### config.mk
export PLATFORM = sky130hd
export DESIGN_NAME = smbus_master_slave_interface
export DESIGN_NICKNAME = d
export VERILOG_FILES = /design/src/verilog/smb_phase_timer.v /design/src/verilog/smbus_master_slave_interface.v
export VERILOG_INCLUDE_DIRS = /design/src /design/src/inc
export SDC_FILE = /design/constraint.sdc
export NUM_CORES = 1
export LEC_CHECK = 0
export CORE_UTILIZATION = 45
export DETAILED_ROUTE_END_ITERATION = 12
export DONT_BUFFER_PORTS = 1
export HOLD_SLACK_MARGIN = 0.05
export PLACE_DENSITY = 0.57
export SLEW_MARGIN = 40
export SYNTH_ARGS = -nofsm -noshare
export SYNTH_HDL_FRONTEND = slang
export SYNTH_SLANG_ARGS = --single-unit
export TNS_END_PERCENT = 10
### constraint.sdc
create_clock -name clk_i -period 3.8 [get_ports clk_i]
set_input_delay 0.19 -clock clk_i [delete_from_list [all_inputs] [get_ports clk_i]]
set_output_delay 0.19 -clock clk_i [all_outputs]
set_load 0.05 [all_outputs]
### src/inc/smbus_defs.vh
// Purpose: shared constants of the two-wire serial interface
// Assumes: included by bare name from the design files
// Notes:   definitions only, no logic
`ifndef SMBUS_DEFS_VH
`define SMBUS_DEFS_VH

// ************************************************************
// clock and bit timing
// ************************************************************
`define SMB_SYSCLK_HZ   40000000
`define SMB_RATE_DIV    20
`define SMB_HALF_CYC    (`SMB_RATE_DIV / 2)
`define SMB_TMR_W       16
`define SMB_TMR_ZERO    16'h0000
`define SMB_EXT_W       8

// ************************************************************
// byte layout
// ************************************************************
`define SMB_ADDR_W      7
`define SMB_BIT_CNT_W   3
`define SMB_BIT_FIRST   3'h0
`define SMB_BIT_LAST    3'h7
`define SMB_BYTE_ZERO   8'h00

// ************************************************************
// one-hot engine states
// ************************************************************
`define SMB_ST_W        6
`define SMB_ST_IDLE     6'h01
`define SMB_ST_MSTART   6'h02
`define SMB_ST_BITS     6'h04
`define SMB_ST_ACKB     6'h08
`define SMB_ST_HOLD     6'h10
`define SMB_ST_MSTOP    6'h20

// ************************************************************
// sub-phases of start and stop generation
// ************************************************************
`define SMB_PH_W        3
`define SMB_PH_0        3'h0
`define SMB_PH_1        3'h1
`define SMB_PH_2        3'h2
`define SMB_PH_3        3'h3
`define SMB_PH_4        3'h4

`endif

### src/verilog/smb_phase_timer.v
// Purpose: down counter timing scl phases and start/stop setup
// Assumes: load_i is a one-cycle pulse from the engine
// Notes:   done_o is high while the count stands at zero
`timescale 1ns/1ps
`include "smbus_defs.vh"

module smb_phase_timer #(
  parameter W = `SMB_TMR_W
) (
  input  wire         clk_i,
  input  wire         rstn_i,
  input  wire         load_i,
  input  wire [W-1:0] value_i,
  output wire         done_o
);

  reg [W-1:0] cnt_r;

  // load or count down to zero
  always @(posedge clk_i)
  begin
    if (!rstn_i)
      cnt_r <= {W{1'h0}};
    else if (load_i)
      cnt_r <= value_i;
    else if (cnt_r != {W{1'h0}})
      cnt_r <= cnt_r - {{(W-1){1'h0}}, 1'h1};
  end

  assign done_o = (cnt_r == {W{1'h0}});

endmodule // smb_phase_timer

### src/verilog/smbus_master_slave_interface.v
// Purpose: two-wire master/slave serial interface with arbitration
// Assumes: scl/sda open drain; pins arrive asynchronous to clk_i
// Notes:   software talks through plain control and status ports
`timescale 1ns/1ps
`include "smbus_defs.vh"

module smbus_master_slave_interface #(
  parameter HALF_CYC = `SMB_HALF_CYC
) (
  input  wire                   clk_i,
  input  wire                   rstn_i,
  input  wire                   enable_i,
  input  wire                   hardware_ack_enable_i,
  input  wire [`SMB_ADDR_W-1:0] slave_addr_i,
  input  wire                   start_req_i,
  input  wire                   stop_req_i,
  input  wire                   ack_we_i,
  input  wire                   ack_i,
  input  wire                   data_we_i,
  input  wire [7:0]             data_i,
  input  wire                   flag_clr_i,
  input  wire [`SMB_EXT_W-1:0]  low_ext_i,
  input  wire                   scl_i,
  input  wire                   sda_i,
  output reg                    scl_o,
  output wire                   scl_oe_o,
  output reg                    sda_o,
  output wire                   sda_oe_o,
  output wire [7:0]             serial_byte_buffer_o,
  output wire [3:0]             status_vector_o,
  output wire                   ack_request_flag_o,
  output wire                   arbitration_lost_flag_o,
  output wire                   ack_o,
  output wire                   int_flag_o,
  output wire                   bus_busy_o
);

  localparam [`SMB_TMR_W-1:0] HALF_W = HALF_CYC[`SMB_TMR_W-1:0];

  // ************************************************************
  // state and flags
  // ************************************************************
  reg [`SMB_ST_W-1:0]     state_r;
  reg [`SMB_PH_W-1:0]     phase_r;
  reg [`SMB_BIT_CNT_W-1:0] bit_cnt_r;
  reg [7:0]               buf_r;
  reg [7:0]               rx_sh_r;
  reg [7:0]               tx_sh_r;
  reg                     scl_oe_r;
  reg                     sda_oe_r;
  reg                     master_r;
  reg                     tx_r;
  reg                     sta_r;
  reg                     sto_r;
  reg                     ack_request_flag_r;
  reg                     arbl_r;
  reg                     ack_r;
  reg                     si_r;
  reg                     busy_r;
  reg                     addr_ph_r;
  reg                     rw_r;
  reg                     rep_r;
  reg                     skip_fall_r;
  reg                     tmr_load_r;
  reg [`SMB_TMR_W-1:0]    tmr_val_r;
  reg                     scl_m_r;
  reg                     scl_s_r;
  reg                     scl_d_r;
  reg                     sda_m_r;
  reg                     sda_s_r;
  reg                     sda_d_r;
  wire                    tmr_zero;
  wire                    tmr_done;
  wire                    scl_rise;
  wire                    scl_fall;
  wire                    start_det;
  wire                    stop_det;
  wire [`SMB_TMR_W-1:0]   low_val;

  // ************************************************************
  // pin synchronisers and bus condition detection
  // ************************************************************

  // two flops per pin, third flop for edges
  always @(posedge clk_i)
  begin
    if (!rstn_i)
    begin
      scl_m_r <= 1'h1;
      scl_s_r <= 1'h1;
      scl_d_r <= 1'h1;
      sda_m_r <= 1'h1;
      sda_s_r <= 1'h1;
      sda_d_r <= 1'h1;
    end
    else
    begin
      scl_m_r <= scl_i;
      scl_s_r <= scl_m_r;
      scl_d_r <= scl_s_r;
      sda_m_r <= sda_i;
      sda_s_r <= sda_m_r;
      sda_d_r <= sda_s_r;
    end
  end

  // edges and start/stop seen on the wire
  assign scl_rise  = scl_s_r & ~scl_d_r;
  assign scl_fall  = ~scl_s_r & scl_d_r;
  assign start_det = scl_s_r & scl_d_r & sda_d_r & ~sda_s_r;
  assign stop_det  = scl_s_r & scl_d_r & ~sda_d_r & sda_s_r;

  // low phase stretched by software count
  assign low_val  = HALF_W + {{(`SMB_TMR_W-`SMB_EXT_W){1'h0}}, low_ext_i};
  assign tmr_done = tmr_zero & ~tmr_load_r;

  smb_phase_timer #(
    .W       (`SMB_TMR_W)
  ) u_timer (
    .clk_i   (clk_i),
    .rstn_i  (rstn_i),
    .load_i  (tmr_load_r),
    .value_i (tmr_val_r),
    .done_o  (tmr_zero)
  );

  // ************************************************************
  // helpers
  // ************************************************************

  // start shifting one byte out of or into the buffer
  task launch_byte;
    input dir;
    begin
      state_r   <= `SMB_ST_BITS;
      bit_cnt_r <= `SMB_BIT_FIRST;
      tx_r      <= dir;
      tx_sh_r   <= buf_r;
      sda_oe_r  <= dir & ~buf_r[7];
    end
  endtask

  // enter the wait-for-software state
  task post_status;
    input hold_scl;
    begin
      state_r  <= `SMB_ST_HOLD;
      si_r     <= 1'h1;
      scl_oe_r <= hold_scl;
    end
  endtask

  // ************************************************************
  // protocol engine
  // ************************************************************
  always @(posedge clk_i)
  begin
    if (!rstn_i)
    begin
      state_r    <= `SMB_ST_IDLE;
      phase_r    <= `SMB_PH_0;
      bit_cnt_r  <= `SMB_BIT_FIRST;
      buf_r      <= `SMB_BYTE_ZERO;
      rx_sh_r    <= `SMB_BYTE_ZERO;
      tx_sh_r    <= `SMB_BYTE_ZERO;
      scl_o      <= 1'h0;
      sda_o      <= 1'h0;
      scl_oe_r   <= 1'h0;
      sda_oe_r   <= 1'h0;
      master_r   <= 1'h0;
      tx_r       <= 1'h0;
      sta_r      <= 1'h0;
      sto_r      <= 1'h0;
      ack_request_flag_r    <= 1'h0;
      arbl_r     <= 1'h0;
      ack_r      <= 1'h0;
      si_r       <= 1'h0;
      busy_r     <= 1'h0;
      addr_ph_r  <= 1'h0;
      rw_r       <= 1'h0;
      rep_r      <= 1'h0;
      skip_fall_r <= 1'h0;
      tmr_load_r <= 1'h0;
      tmr_val_r  <= `SMB_TMR_ZERO;
    end
    else
    begin
      tmr_load_r <= 1'h0;
      if (data_we_i)
        buf_r <= data_i;
      if (ack_we_i)
        ack_r <= ack_i;
      if (start_det)
        busy_r <= 1'h1;
      else if (stop_det)
        busy_r <= 1'h0;
      if (!enable_i)
      begin
        state_r  <= `SMB_ST_IDLE;
        scl_oe_r <= 1'h0;
        sda_oe_r <= 1'h0;
        master_r <= 1'h0;
        si_r     <= 1'h0;
        sta_r    <= 1'h0;
        sto_r    <= 1'h0;
        ack_request_flag_r  <= 1'h0;
        arbl_r   <= 1'h0;
      end
      else
      begin
        // master clock generator with sync to other masters
        if (master_r && (state_r == `SMB_ST_BITS || state_r == `SMB_ST_ACKB))
        begin
          if (scl_oe_r)
          begin
            if (tmr_done)
              scl_oe_r <= 1'h0;
          end
          else if (scl_fall || (scl_s_r && tmr_done && !scl_rise))
          begin
            scl_oe_r   <= 1'h1;
            tmr_load_r <= 1'h1;
            tmr_val_r  <= low_val;
          end
          else if (scl_rise)
          begin
            tmr_load_r <= 1'h1;
            tmr_val_r  <= HALF_W;
          end
        end
        case (state_r)
          `SMB_ST_IDLE:
          begin
            if (start_det)
            begin
              state_r   <= `SMB_ST_BITS;
              bit_cnt_r <= `SMB_BIT_FIRST;
              tx_r      <= 1'h0;
              addr_ph_r <= 1'h1;
              skip_fall_r <= 1'h1;
              arbl_r    <= 1'h0;
              sta_r     <= 1'h0;
              sto_r     <= 1'h0;
            end
            else if (start_req_i && !busy_r)
            begin
              state_r <= `SMB_ST_MSTART;
              phase_r <= `SMB_PH_0;
              rep_r   <= 1'h0;
            end
          end
          `SMB_ST_MSTART:
          begin
            case (phase_r)
              `SMB_PH_0:
              begin
                sda_oe_r   <= 1'h0;
                tmr_load_r <= 1'h1;
                tmr_val_r  <= low_val;
                phase_r    <= `SMB_PH_1;
              end
              `SMB_PH_1:
                if (tmr_done)
                begin
                  scl_oe_r <= 1'h0;
                  phase_r  <= `SMB_PH_2;
                end
              `SMB_PH_2:
                if (scl_s_r && !sda_s_r)
                begin
                  // another master owns the wire
                  master_r <= 1'h0;
                  if (rep_r)
                  begin
                    arbl_r <= 1'h1;
                    tx_r   <= 1'h0;
                    sta_r  <= 1'h1;
                    sto_r  <= 1'h0;
                    post_status(1'h0);
                  end
                  else
                    state_r <= `SMB_ST_IDLE;
                end
                else if (scl_s_r)
                begin
                  tmr_load_r <= 1'h1;
                  tmr_val_r  <= HALF_W;
                  phase_r    <= `SMB_PH_3;
                end
              `SMB_PH_3:
                if (tmr_done)
                begin
                  sda_oe_r   <= 1'h1;
                  tmr_load_r <= 1'h1;
                  tmr_val_r  <= HALF_W;
                  phase_r    <= `SMB_PH_4;
                end
              default:
                if (tmr_done)
                begin
                  master_r <= 1'h1;
                  tx_r     <= 1'h1;
                  sta_r    <= 1'h1;
                  sto_r    <= 1'h0;
                  arbl_r   <= 1'h0;
                  post_status(1'h1);
                end
            endcase
          end
          `SMB_ST_BITS, `SMB_ST_ACKB:
          begin
            if (stop_det)
            begin
              sda_oe_r <= 1'h0;
              sto_r    <= 1'h1;
              sta_r    <= 1'h0;
              tx_r     <= 1'h0;
              arbl_r   <= master_r;
              master_r <= 1'h0;
              if (!master_r && addr_ph_r && state_r == `SMB_ST_BITS)
                state_r <= `SMB_ST_IDLE;
              else
                post_status(1'h0);
            end
            else if (start_det && !master_r)
            begin
              bit_cnt_r <= `SMB_BIT_FIRST;
              state_r   <= `SMB_ST_BITS;
              addr_ph_r <= 1'h1;
              skip_fall_r <= 1'h1;
              tx_r      <= 1'h0;
              sda_oe_r  <= 1'h0;
            end
            else if (state_r == `SMB_ST_BITS)
            begin
              if (scl_rise)
              begin
                rx_sh_r <= {rx_sh_r[6:0], sda_s_r};
                if (master_r && tx_r && !sda_oe_r && !sda_s_r)
                begin
                  master_r <= 1'h0;
                  arbl_r   <= 1'h1;
                  tx_r     <= 1'h0;
                  sta_r    <= 1'h0;
                  if (!addr_ph_r)
                    post_status(1'h0);
                end
              end
              // the fall that closes a start is not a bit
              if (scl_fall && skip_fall_r)
                skip_fall_r <= 1'h0;
              else if (scl_fall && bit_cnt_r == `SMB_BIT_LAST)
              begin
                state_r <= `SMB_ST_ACKB;
                if (addr_ph_r && !master_r)
                begin
                  buf_r <= rx_sh_r;
                  rw_r  <= rx_sh_r[0];
                  sta_r <= 1'h1;
                  if (!hardware_ack_enable_i)
                  begin
                    ack_request_flag_r <= 1'h1;
                    post_status(1'h1);
                  end
                  else if (rx_sh_r[7:1] == slave_addr_i)
                    sda_oe_r <= 1'h1;
                  else if (arbl_r)
                  begin
                    sta_r <= 1'h0;
                    post_status(1'h0);
                  end
                  else
                    state_r <= `SMB_ST_IDLE;
                end
                else if (tx_r)
                  sda_oe_r <= 1'h0;
                else
                begin
                  buf_r <= rx_sh_r;
                  if (hardware_ack_enable_i)
                    sda_oe_r <= ack_r;
                  else
                  begin
                    ack_request_flag_r <= 1'h1;
                    post_status(1'h1);
                  end
                end
              end
              else if (scl_fall)
              begin
                bit_cnt_r <= bit_cnt_r + {{(`SMB_BIT_CNT_W-1){1'h0}}, 1'h1};
                tx_sh_r   <= {tx_sh_r[6:0], 1'h0};
                sda_oe_r  <= tx_r & ~tx_sh_r[6];
              end
            end
            else
            begin
              if (scl_rise && tx_r)
                ack_r <= ~sda_s_r;
              if (scl_fall)
              begin
                sda_oe_r <= 1'h0;
                if (hardware_ack_enable_i || tx_r || master_r)
                  post_status(1'h1);
                else if (ack_r)
                begin
                  addr_ph_r <= 1'h0;
                  launch_byte(addr_ph_r ? rw_r : tx_r);
                  sta_r     <= 1'h0;
                end
                else
                  state_r <= `SMB_ST_IDLE;
              end
            end
          end
          `SMB_ST_HOLD:
          begin
            if (stop_det && !master_r && !sto_r)
            begin
              sto_r <= 1'h1;
              sta_r <= 1'h0;
              tx_r  <= 1'h0;
              post_status(1'h0);
            end
            else if (flag_clr_i)
            begin
              si_r    <= 1'h0;
              ack_request_flag_r <= 1'h0;
              if (sto_r || (!scl_oe_r && !master_r) || (start_req_i && !master_r))
              begin
                // finished, aborted or rescheduled
                state_r  <= `SMB_ST_IDLE;
                scl_oe_r <= 1'h0;
                sda_oe_r <= 1'h0;
                sto_r    <= 1'h0;
                sta_r    <= 1'h0;
                arbl_r   <= 1'h0;
                tx_r     <= 1'h0;
              end
              else if (start_req_i)
              begin
                state_r <= `SMB_ST_MSTART;
                phase_r <= `SMB_PH_0;
                rep_r   <= 1'h1;
              end
              else if (stop_req_i && master_r)
              begin
                state_r <= `SMB_ST_MSTOP;
                phase_r <= `SMB_PH_0;
              end
              else
              begin
                if (master_r)
                begin
                  tmr_load_r <= 1'h1;
                  tmr_val_r  <= low_val;
                end
                else
                  scl_oe_r <= 1'h0;
                sta_r <= 1'h0;
                if (ack_request_flag_r)
                begin
                  state_r  <= `SMB_ST_ACKB;
                  sda_oe_r <= ack_r;
                end
                else if (master_r && sta_r)
                begin
                  addr_ph_r <= 1'h1;
                  rw_r      <= buf_r[0];
                  launch_byte(1'h1);
                end
                else if (addr_ph_r)
                begin
                  addr_ph_r <= 1'h0;
                  launch_byte(master_r ? ~rw_r : rw_r);
                end
                else
                  launch_byte(tx_r);
              end
            end
          end
          default:
          begin
            case (phase_r)
              `SMB_PH_0:
              begin
                sda_oe_r   <= 1'h1;
                tmr_load_r <= 1'h1;
                tmr_val_r  <= low_val;
                phase_r    <= `SMB_PH_1;
              end
              `SMB_PH_1:
                if (tmr_done)
                begin
                  scl_oe_r <= 1'h0;
                  phase_r  <= `SMB_PH_2;
                end
              `SMB_PH_2:
                if (scl_s_r)
                begin
                  tmr_load_r <= 1'h1;
                  tmr_val_r  <= HALF_W;
                  phase_r    <= `SMB_PH_3;
                end
              `SMB_PH_3:
                if (tmr_done)
                begin
                  sda_oe_r   <= 1'h0;
                  tmr_load_r <= 1'h1;
                  tmr_val_r  <= HALF_W;
                  phase_r    <= `SMB_PH_4;
                end
              default:
                if (tmr_done)
                begin
                  master_r <= 1'h0;
                  tx_r     <= 1'h0;
                  sta_r    <= 1'h0;
                  if (sda_s_r)
                    state_r <= `SMB_ST_IDLE;
                  else
                  begin
                    sto_r  <= 1'h1;
                    arbl_r <= 1'h1;
                    post_status(1'h0);
                  end
                end
            endcase
          end
        endcase
      end
    end
  end

  // ************************************************************
  // outputs straight from flops
  // ************************************************************
  assign scl_oe_o                = scl_oe_r;
  assign sda_oe_o                = sda_oe_r;
  assign serial_byte_buffer_o    = buf_r;
  assign status_vector_o         = {master_r, tx_r, sta_r, sto_r};
  assign ack_request_flag_o      = ack_request_flag_r;
  assign arbitration_lost_flag_o = arbl_r;
  assign ack_o                   = ack_r;
  assign int_flag_o              = si_r;
  assign bus_busy_o              = busy_r;

endmodule // smbus_master_slave_interface

==> key figures, run 1 <==
STA
  – Final setup slack of the worst path: 516 ps
  – Worst clock skew: 14.3 ps
  – Number of pins exceeding their max-slew limit in the final report: 0
  – Transition at the pin with the smallest max-transition slack: 844 ps
  – Worst slew slack as a fraction of its limit: between 40% and 50%
  – Setup repair after global routing missed its margin: false
  – Max frequency: 305 MHz
  – Setup violators final: 0
  – Min Tclk post-route: 3280 ps
  – Fin crit share: just under 90%
  – Setup TNS: 0 ps
  – Number of failing hold endpoints at the final stage: 0

Worst setup path
  – Worst reg2reg startpoint: u_timer.cnt_r[0]
  – Number of buffers and inverters on the critical path: 2
  – Cell family contributing the most delay on the critical path: simple AND/OR/NAND/NOR gates
  – Crit path largest cell delay: around 600 ps
  – Worst setup path class: register to register
  – Flop2flop setup slack: 520 ps
  – End of the worst register-to-register path: tmr_val_r[5]
  – Cell with the biggest individual delay on the critical path: sky130_fd_sc_hd__or4b_2
  – Number of cells traversed by the worst register-to-register path: 10
  – Critical path capture point type: register
  – Arrival time worst endpoint: around 3500 ps
  – Critical path, cell by cell: inv_1 -> ha_1 -> or4b_2 -> or4_1 -> buf_4 -> o22ai_1 -> a21boi_0 -> nor2_1 -> o21ai_1 -> a32o_1
  – Largest driver fanout on the critical path: 14
  – Data required time of the worst path: 4050 ps
  – Launching element type of the critical path: register

Placement
  – Total of buffers placed on input and output ports: 0
  – DP Wirelength: 14100 um
  – Final weighted congestion in routability-driven placement: 0.985
  – Worst Setup Slack post-DPL: 557 ps

GRT
  – GRT Overall Usage: a little under a third
  – Initial antenna violation count: 0
  – Wire length of the first global-routing pass: about 30000 um
  – Remaining Overflow, GRT: 0
  – Maximum number of pins on one net before global-route repair: 28
  – Number of global-route vias before repair: 5410

Logic synthesis
  – Most area-hungry cell type in the Yosys netlist: sky130_fd_sc_hd__dfxtp_1
  – Most instantiated flip-flop cell in the synthesis netlist: sky130_fd_sc_hd__dfxtp_1
  – Netlist Area Pre-Place: 5630 sq um
  – Count of unique library cells instantiated by Yosys: 71
  – Synth Area per Inst: roughly 7.5 sq um
  – Post-synthesis cell count: 750
  – Yosys warning total: 0
  – Number of enable flip-flop cells after synthesis: 0
  – Post-synthesis async set-or-reset flop share: 0%
  – Most instantiated library cell after synthesis: sky130_fd_sc_hd__nor2_1
  – Synthesis-stage register bit count: 89
  – Largest cells by area after synthesis: sky130_fd_sc_hd__dfxtp_1, sky130_fd_sc_hd__nor2_1, sky130_fd_sc_hd__nand2_1
  – Sequential fraction of the synthesis area: 31.7%
  – Post-synth top area share: 31.7%
  – Synth cell count leaders: sky130_fd_sc_hd__nor2_1, sky130_fd_sc_hd__dfxtp_1, sky130_fd_sc_hd__nand2_1

Power
  – Combinational Power Share: 50.7%
  – Switching share of power: 46.1%
  – Static power due to leakage: 2.26 nW
  – Internal cell power: ~0.0026 W
  – Power dissipated by switching net loads: 0.00224 W
  – Power per Cell Area: 779 nW/um^2
  – VDD IR-drop max: approximately 400 uV
  – Clock power share: a little over a fifth
  – Sequential cell fraction of total power: 28.1%

Clock network
  – Number of H-tree levels: 3
  – Number of buffers created by CTS: 9
  – Num Clock Sinks: 89
  – Worst-path clk slew: around 70 ps
  – Clk buf depth: 2
  – Buffer type at the clock tree root: sky130_fd_sc_hd__clkbuf_16
  – Clock network latency to the later pin of the worst-skew pair: 360 ps
  – TritonCTS clock tree: built

Drt
  – Number of vias per cell after detailed routing: approximately 6.4
  – Via count of the routed design: 5859
  – Number of detailed-route iterations in the first pass: 7
  – Routed len/inst: 21.3 um
  – Antenna-violating nets left: 0
  – Iteration-0 DRC count of the detailed router: 668
  – Final WL: 19500 um
  – Remaining DRCs: 0

Die
  – Initial core utilization: 46.5%
  – DIE HEIGHT: 114 um
  – Core region area: 12100 sq um
  – Count of boundary I/O pins: 56
  – DIE AREA: 13000 sq um
  – Row Count: 40
  – Horiz. Die Dim: 114 um

Layout
  – Fraction of layout instances using a drive strength above 1: 8.28%
  – Area delta synth->final: 10.7%
  – Number of nets in the finished design: 784
  – N_diodes: 0

Hold path
  – Worst hold path startpoint: start_req_i
  – Hold Path Depth: 2
  – Hold endpoint: state_r[1]
  – HP Class: primary input to register

Job
  – Maxcap violations: 0

Run status
  – Result of the run: finished, final reports clean
[kinds of logic (layout without fill, tap and decap cells)]
logic type | Yosys count | in the layout | synth area share [%]
flops | 89 | 89 | 31.7
simple gates | 324 | 324 | 28.2
mux | 27 | 27 | 4.80
fa+ha+maj | 5 | 5 | 1.11
other cells | 1 | 2 | 0.0666
buf+inv | 65 | 63 | 4.78
xor+xnor | 20 | 20 | 3.11
compound gates | 219 | 219 | 26.3
[how the worst max path moves through the flow]
stage | start | to | slack, ps | cells after the start
2_1_floorplan | u_timer.cnt_r[0] | phase_r[1] | 800 | 10
3_3_place_gp | u_timer.cnt_r[0] | tmr_val_r[8] | 630 | 10
4_1_cts | u_timer.cnt_r[0] | tmr_val_r[8] | 540 | 10
6_report | u_timer.cnt_r[0] | tmr_val_r[5] | 520 | 10
3_5_place_dp | u_timer.cnt_r[0] | tmr_val_r[8] | 560 | 10
5_1_grt | u_timer.cnt_r[0] | tmr_val_r[8] | 300 | 10
[what timing repair did]
| action | 4_1_cts | 5_1_grt |
|---|---|---|
| setup endpoints to repair | 0 | 0 |
| resized for setup | 0 | 0 |
| hold buffers | 6 | 0 |
| hold endpoints to repair | 29 | 0 |
| setup buffers | 0 | 0 |
[power by group through the flow]
| stage | registers (W) | clock network [W] | logic [W] |
|---|---|---|---|
| 4_1_cts | 0.00136 | 0.00104 | 0.00241 |
| 6_report | 0.00136 | 0.00103 | 0.00246 |
| 3_5_place_dp | 0.00138 | 0 | 0.00239 |
| 3_3_place_gp | 0.00137 | 0 | 0.00238 |
| 5_1_grt | 0.00139 | 0.00108 | 0.00268 |
| 2_1_floorplan | 0.00126 | 0 | 0.00181 |
[flip-flops by register name, indices dropped and copies added (netlist names), 3 cells and up]
| signal | count |
|---|---|
| serial_byte_buffer_o | 8 |
| tmr_val_r | 16 |
| bit_cnt_r | 3 |
| u_timer.cnt_r | 16 |
| state_r | 6 |
| tx_sh_r | 7 |
| phase_r | 3 |
| rx_sh_r | 8 |
[stage by stage]
stage	hold WS (ps)	power [W]	instance area, sq um	std cells	utilization (%)
after floorplan	291	0.00307	5630	751	-
after global placement	266	0.00375	5830	895	48.2
after detailed placement	267	0.00377	5840	895	48.2
after CTS	54.7	0.00481	6240	917	51.5
after global routing	59.1	0.00515	6230	917	51.4
final	70.7	0.00485	6230	917	51.4
[placed cells by master, fill, tap and decap left out, types with 5 or more instances in the layout]
master,Yosys,layout
sky130_fd_sc_hd__o22ai_1,5,5
sky130_fd_sc_hd__nand3_1,16,16
sky130_fd_sc_hd__buf_4,6,27
sky130_fd_sc_hd__clkbuf_16,0,9
sky130_fd_sc_hd__xnor2_1,15,15
sky130_fd_sc_hd__inv_1,12,12
sky130_fd_sc_hd__nor3_1,31,31
sky130_fd_sc_hd__nor2b_1,9,9
sky130_fd_sc_hd__xor2_1,5,5
sky130_fd_sc_hd__dfxtp_1,89,89
sky130_fd_sc_hd__nand2_1,76,76
sky130_fd_sc_hd__a311oi_1,9,9
sky130_fd_sc_hd__dlygate4sd3_1,0,5
sky130_fd_sc_hd__nand3b_1,5,5
sky130_fd_sc_hd__a21o_1,10,10
sky130_fd_sc_hd__a31oi_1,6,6
sky130_fd_sc_hd__o31ai_1,7,7
sky130_fd_sc_hd__ha_1,5,5
sky130_fd_sc_hd__nor4_1,10,10
sky130_fd_sc_hd__a21oi_1,56,56
sky130_fd_sc_hd__nand4_1,5,5
sky130_fd_sc_hd__mux2i_1,27,27
sky130_fd_sc_hd__o21ai_0,40,40
sky130_fd_sc_hd__and3_1,10,10
sky130_fd_sc_hd__or3_1,7,7
sky130_fd_sc_hd__a221oi_1,5,5
sky130_fd_sc_hd__a211oi_1,17,17
sky130_fd_sc_hd__or4_1,9,9
sky130_fd_sc_hd__a22oi_1,9,9
sky130_fd_sc_hd__nor2_1,102,102
sky130_fd_sc_hd__nand2b_1,21,21
[layout make-up]
| cell class | count | area [sq um] |
|---|---|---|
| tap | 168 | 210 |
| fill | 1219 | 5880 |
| multi-input combinational | 597 | 3590 |
| sequential | 89 | 1780 |
| timing repair buffer | 33 | 258 |
| clock inverter | 6 | 97.6 |
| clock buffer | 10 | 239 |
| inverter | 14 | 52.6 |
[layer usage]
metal	GRT usage (%)	wire, um	part of all wire, %	vias up
li1	-	-	-	2751
met1	41.2	8270	42	2731
met2	47.2	8680	45	317
met3	4.89	1760	9.0	60
met4	15.9	771	4.0	0
met5	0	0	0	-
[worst register-to-register path, stage by stage, from the launching register on]
cell and delay, ps:
sky130_fd_sc_hd__dfxtp_1 340, sky130_fd_sc_hd__inv_1 90, sky130_fd_sc_hd__ha_1 140, sky130_fd_sc_hd__or4b_2 600
sky130_fd_sc_hd__or4_1 500, sky130_fd_sc_hd__buf_4 240, sky130_fd_sc_hd__o22ai_1 120, sky130_fd_sc_hd__a21boi_0 100
sky130_fd_sc_hd__nor2_1 350, sky130_fd_sc_hd__o21ai_1 350, sky130_fd_sc_hd__a32o_1 360
Note: power is estimated with default switching activity, not from simulation.
==> run 2: changes to the inputs <==
- ABC_AREA: not set -> 1
- PLACE_DENSITY: 0.57 -> 0.7
==> key figures, run 2 <==
Run status
  – Result of the run: finished, final reports clean

Layout
  – N_diodes: 0
  – Most frequent standard cell in the layout excluding fill and tap cells: sky130_fd_sc_hd__nand2_1
  – Filler cell count: 1301
  – Number of nets in the finished design: 968
  – Commonest cells after routing, fill and taps aside: sky130_fd_sc_hd__nand2_1, sky130_fd_sc_hd__nor2_1, sky130_fd_sc_hd__inv_1
  – Area of all placed cells without fillers: around 6400 sq um
  – Fraction of layout instances using a drive strength above 1: 9.23%
  – Largest registers ranked by flip-flop count: tmr_val_r: 16 flops, u_timer.cnt_r: 16 flops
  – Area delta synth->final: 7.33%

Clock network
  – Clock network latency to the later pin of the worst-skew pair: 350 ps
  – Clk buf depth: 2
  – TritonCTS clock tree: built
  – Worst-path clk slew: roughly 70 ps
  – Num Clock Sinks: around 90
  – Number of buffers created by CTS: 9
  – Buffer type at the clock tree root: sky130_fd_sc_hd__clkbuf_16
  – Number of H-tree levels: 3

GRT
  – Initial antenna violation count: 0
  – Maximum number of pins on one net before global-route repair: 46
  – Layer carrying the most global-route usage: met2
  – M3 GR Usage: under 10%
  – Wire length of the first global-routing pass: 30300 um
  – Met2 Use GR: 39.7%
  – Remaining Overflow, GRT: 0
  – GRT Overall Usage: 27.7%
  – Routing usage on met1: between 30% and 40%
  – Number of global-route vias before repair: 5863

Drt
  – Iteration-0 DRC count of the detailed router: 783
  – Number of vias per cell after detailed routing: ~5.8
  – Final WL: approximately 19000 um
  – Remaining DRCs: 0
  – Via count of the routed design: 6368
  – Routed len/inst: between 15 and 20 um
  – Antenna-violating nets left: 0
  – Number of detailed-route iterations in the first pass: 6

Logic synthesis
  – Post-synth top area share: 29.7%
  – Compound-Gate Fraction of Synth Area: 21.0%
  – Synth cell count leaders: sky130_fd_sc_hd__nand2_1, sky130_fd_sc_hd__nor2_1, sky130_fd_sc_hd__inv_1
  – Sequential fraction of the synthesis area: 29.7%
  – Adder-cell share of the synthesized area: between 1 and 1.5%
  – Largest cells by area after synthesis: sky130_fd_sc_hd__dfxtp_1, sky130_fd_sc_hd__nand2_1, sky130_fd_sc_hd__o21ai_0
  – Most instantiated library cell after synthesis: sky130_fd_sc_hd__nand2_1
  – Synthesis-stage register bit count: 89
  – Count of unique library cells instantiated by Yosys: 52
  – Number of enable flip-flop cells after synthesis: 0
  – Synthesized-area fraction occupied by xor and xnor cells: around 1.6%
  – Yosys warning total: 0
  – Post-synthesis mux area share: 0%
  – Post-synthesis async set-or-reset flop share: 0%
  – Netlist Area Pre-Place: 6010 sq um
  – Fraction of the mapped netlist area in simple logic gates: 36.0%
  – Post-synthesis cell count: 936
  – Synth Area per Inst: 6.42 sq um
  – Most instantiated flip-flop cell in the synthesis netlist: sky130_fd_sc_hd__dfxtp_1
  – Main combinational cell family by area after synthesis: simple AND/OR/NAND/NOR gates
  – Most area-hungry cell type in the Yosys netlist: sky130_fd_sc_hd__dfxtp_1

Worst setup path
  – Worst reg2reg startpoint: state_r[2]
  – Arrival time worst endpoint: 2980 ps
  – Flop2flop setup slack: 1080 ps
  – Critical path, cell by cell: nor2_2 -> nand4_2 -> nand2_2 -> nor2_2 -> nor3_1 -> nand3_1 -> nand3b_1 -> a21oi_1
  – Crit path largest cell delay: approximately 620 ps
  – Startpoint of the worst setup timing path: state_r[2]
  – Largest driver fanout on the critical path: 24
  – Number of cells traversed by the worst register-to-register path: 8
  – Data required time of the worst path: about 4100 ps
  – Critical path capture point type: register
  – Worst setup path class: register to register
  – Critical path endpoint: bit_cnt_r[2]
  – End of the worst register-to-register path: bit_cnt_r[2]
  – Cell with the biggest individual delay on the critical path: sky130_fd_sc_hd__nand4_2
  – Most numerous cell on the critical path: sky130_fd_sc_hd__nor2_2
  – Launching element type of the critical path: register

STA
  – Setup violators final: 0
  – Setup repair after global routing missed its margin: false
  – Min Tclk post-route: between 2000 and 3000 ps
  – Transition at the pin with the smallest max-transition slack: 792 ps
  – Number of failing hold endpoints at the final stage: 0
  – Max frequency: 367 MHz
  – Worst slew slack as a fraction of its limit: about 47%
  – Worst clock skew: 11.1 ps
  – Fin crit share: 71.6%
  – Tightest hold margin: 61.5 ps
  – Setup TNS: 0 ps
  – Number of pins exceeding their max-slew limit in the final report: 0

Placement
  – Instance area at placement: 6090 sq um
  – Final weighted congestion in routability-driven placement: a little over 1
  – DP Wirelength: 14100 um
  – Total of buffers placed on input and output ports: 0

Die
  – DIE AREA: 13800 sq um
  – Count of boundary I/O pins: 56
  – Row Count: 41
  – Horiz. Die Dim: 118 um
  – Initial core utilization: 46.8%
  – Core region area: 12800 sq um
  – DIE HEIGHT: approximately 120 um

Hold path
  – HP Class: primary input to register
  – Hold Path Depth: 4

Power
  – Overall power of the completed layout: 0.00402 W
  – VDD IR-drop max: 248 uV
  – Power per Cell Area: 624 nW/um^2
  – Static power due to leakage: 2.84 nW

Job
  – Maxcap violations: 0
[run 2: cell count changes after synthesis, moves of 15 or more]
cell                       change
sky130_fd_sc_hd__a21oi_1      +17
sky130_fd_sc_hd__clkbuf_1     -22
sky130_fd_sc_hd__inv_1       +101
sky130_fd_sc_hd__mux2i_1      -27
sky130_fd_sc_hd__nand2_1      +97
sky130_fd_sc_hd__nand2b_1     -21
sky130_fd_sc_hd__nand3_1      +46
sky130_fd_sc_hd__nor3_1       -15
sky130_fd_sc_hd__o21ai_0      +62
[run 2: metal layers]
| layer | part of all wire, % | vias up |
|---|---|---|
| li1 | - | 3105 |
| met1 | 44 | 2867 |
| met2 | 42 | 344 |
| met3 | 10 | 52 |
| met4 | 3.6 | 0 |
| met5 | 0 | - |
[run 2: cell families (layout without fill, tap and decap cells)]
group                      after synthesis  in the layout
buffers and inverters                  157            152
xor gates and xnor gates                11             11
adders and majority gates                5              5
AOI/OAI and AO/OA                      224            224
other                                    1              2
and+or+nand+nor                        449            449
DFF                                     89             89
[run 2: where the power goes]
group	internal (W)	switching (W)
Sequential	0.00107	0.000188
Combinational	0.000612	0.00127
Clock	0.000506	0.000373
[run 2: repair_timing]
action | 4_1_cts | 5_1_grt
hold buffers | 6 | 0
hold endpoints to repair | 51 | 0
gates resized for setup | 0 | 0
setup buffers | 0 | 0
[run 2: worst min path at each step]
stage	start	end	slack, ps
6_report	enable_i	tmr_val_r[5]	60
5_1_grt	ack_i	ack_o	90
4_1_cts	enable_i	tmr_val_r[5]	50
3_5_place_dp	rstn_i	sda_d_r	270
3_3_place_gp	rstn_i	sda_d_r	270
2_1_floorplan	scl_i	scl_m_r	300
[run 2: metrics by stage]
step | utilization (%) | worst slack (ps) | instances
floorplan | - | 1710 | 937
global placement | 47.5 | 1200 | 1083
detailed placement | 47.5 | 1210 | 1083
CTS | 50.3 | 1190 | 1104
global route | 50.3 | 912 | 1104
finish | 50.3 | 1080 | 1104
[run 2: critical path, delay by kind of cell (launching register included)]
kind	cells	cell delay, ps
DFF	1	340
AOI/OAI and AO/OA	1	120
and+or+nand+nor	7	2170
[run 2: cell type report]
cell class	instances	area [sq um]	area share, %
clock inverters	5	56.3	0.873
multi-input cells	691	3580	55.6
repair buffers	10	100	1.55
inverters	127	479	7.43
clock buffers	10	229	3.55
well taps	172	215	3.34
flip-flops and latches	89	1780	27.6
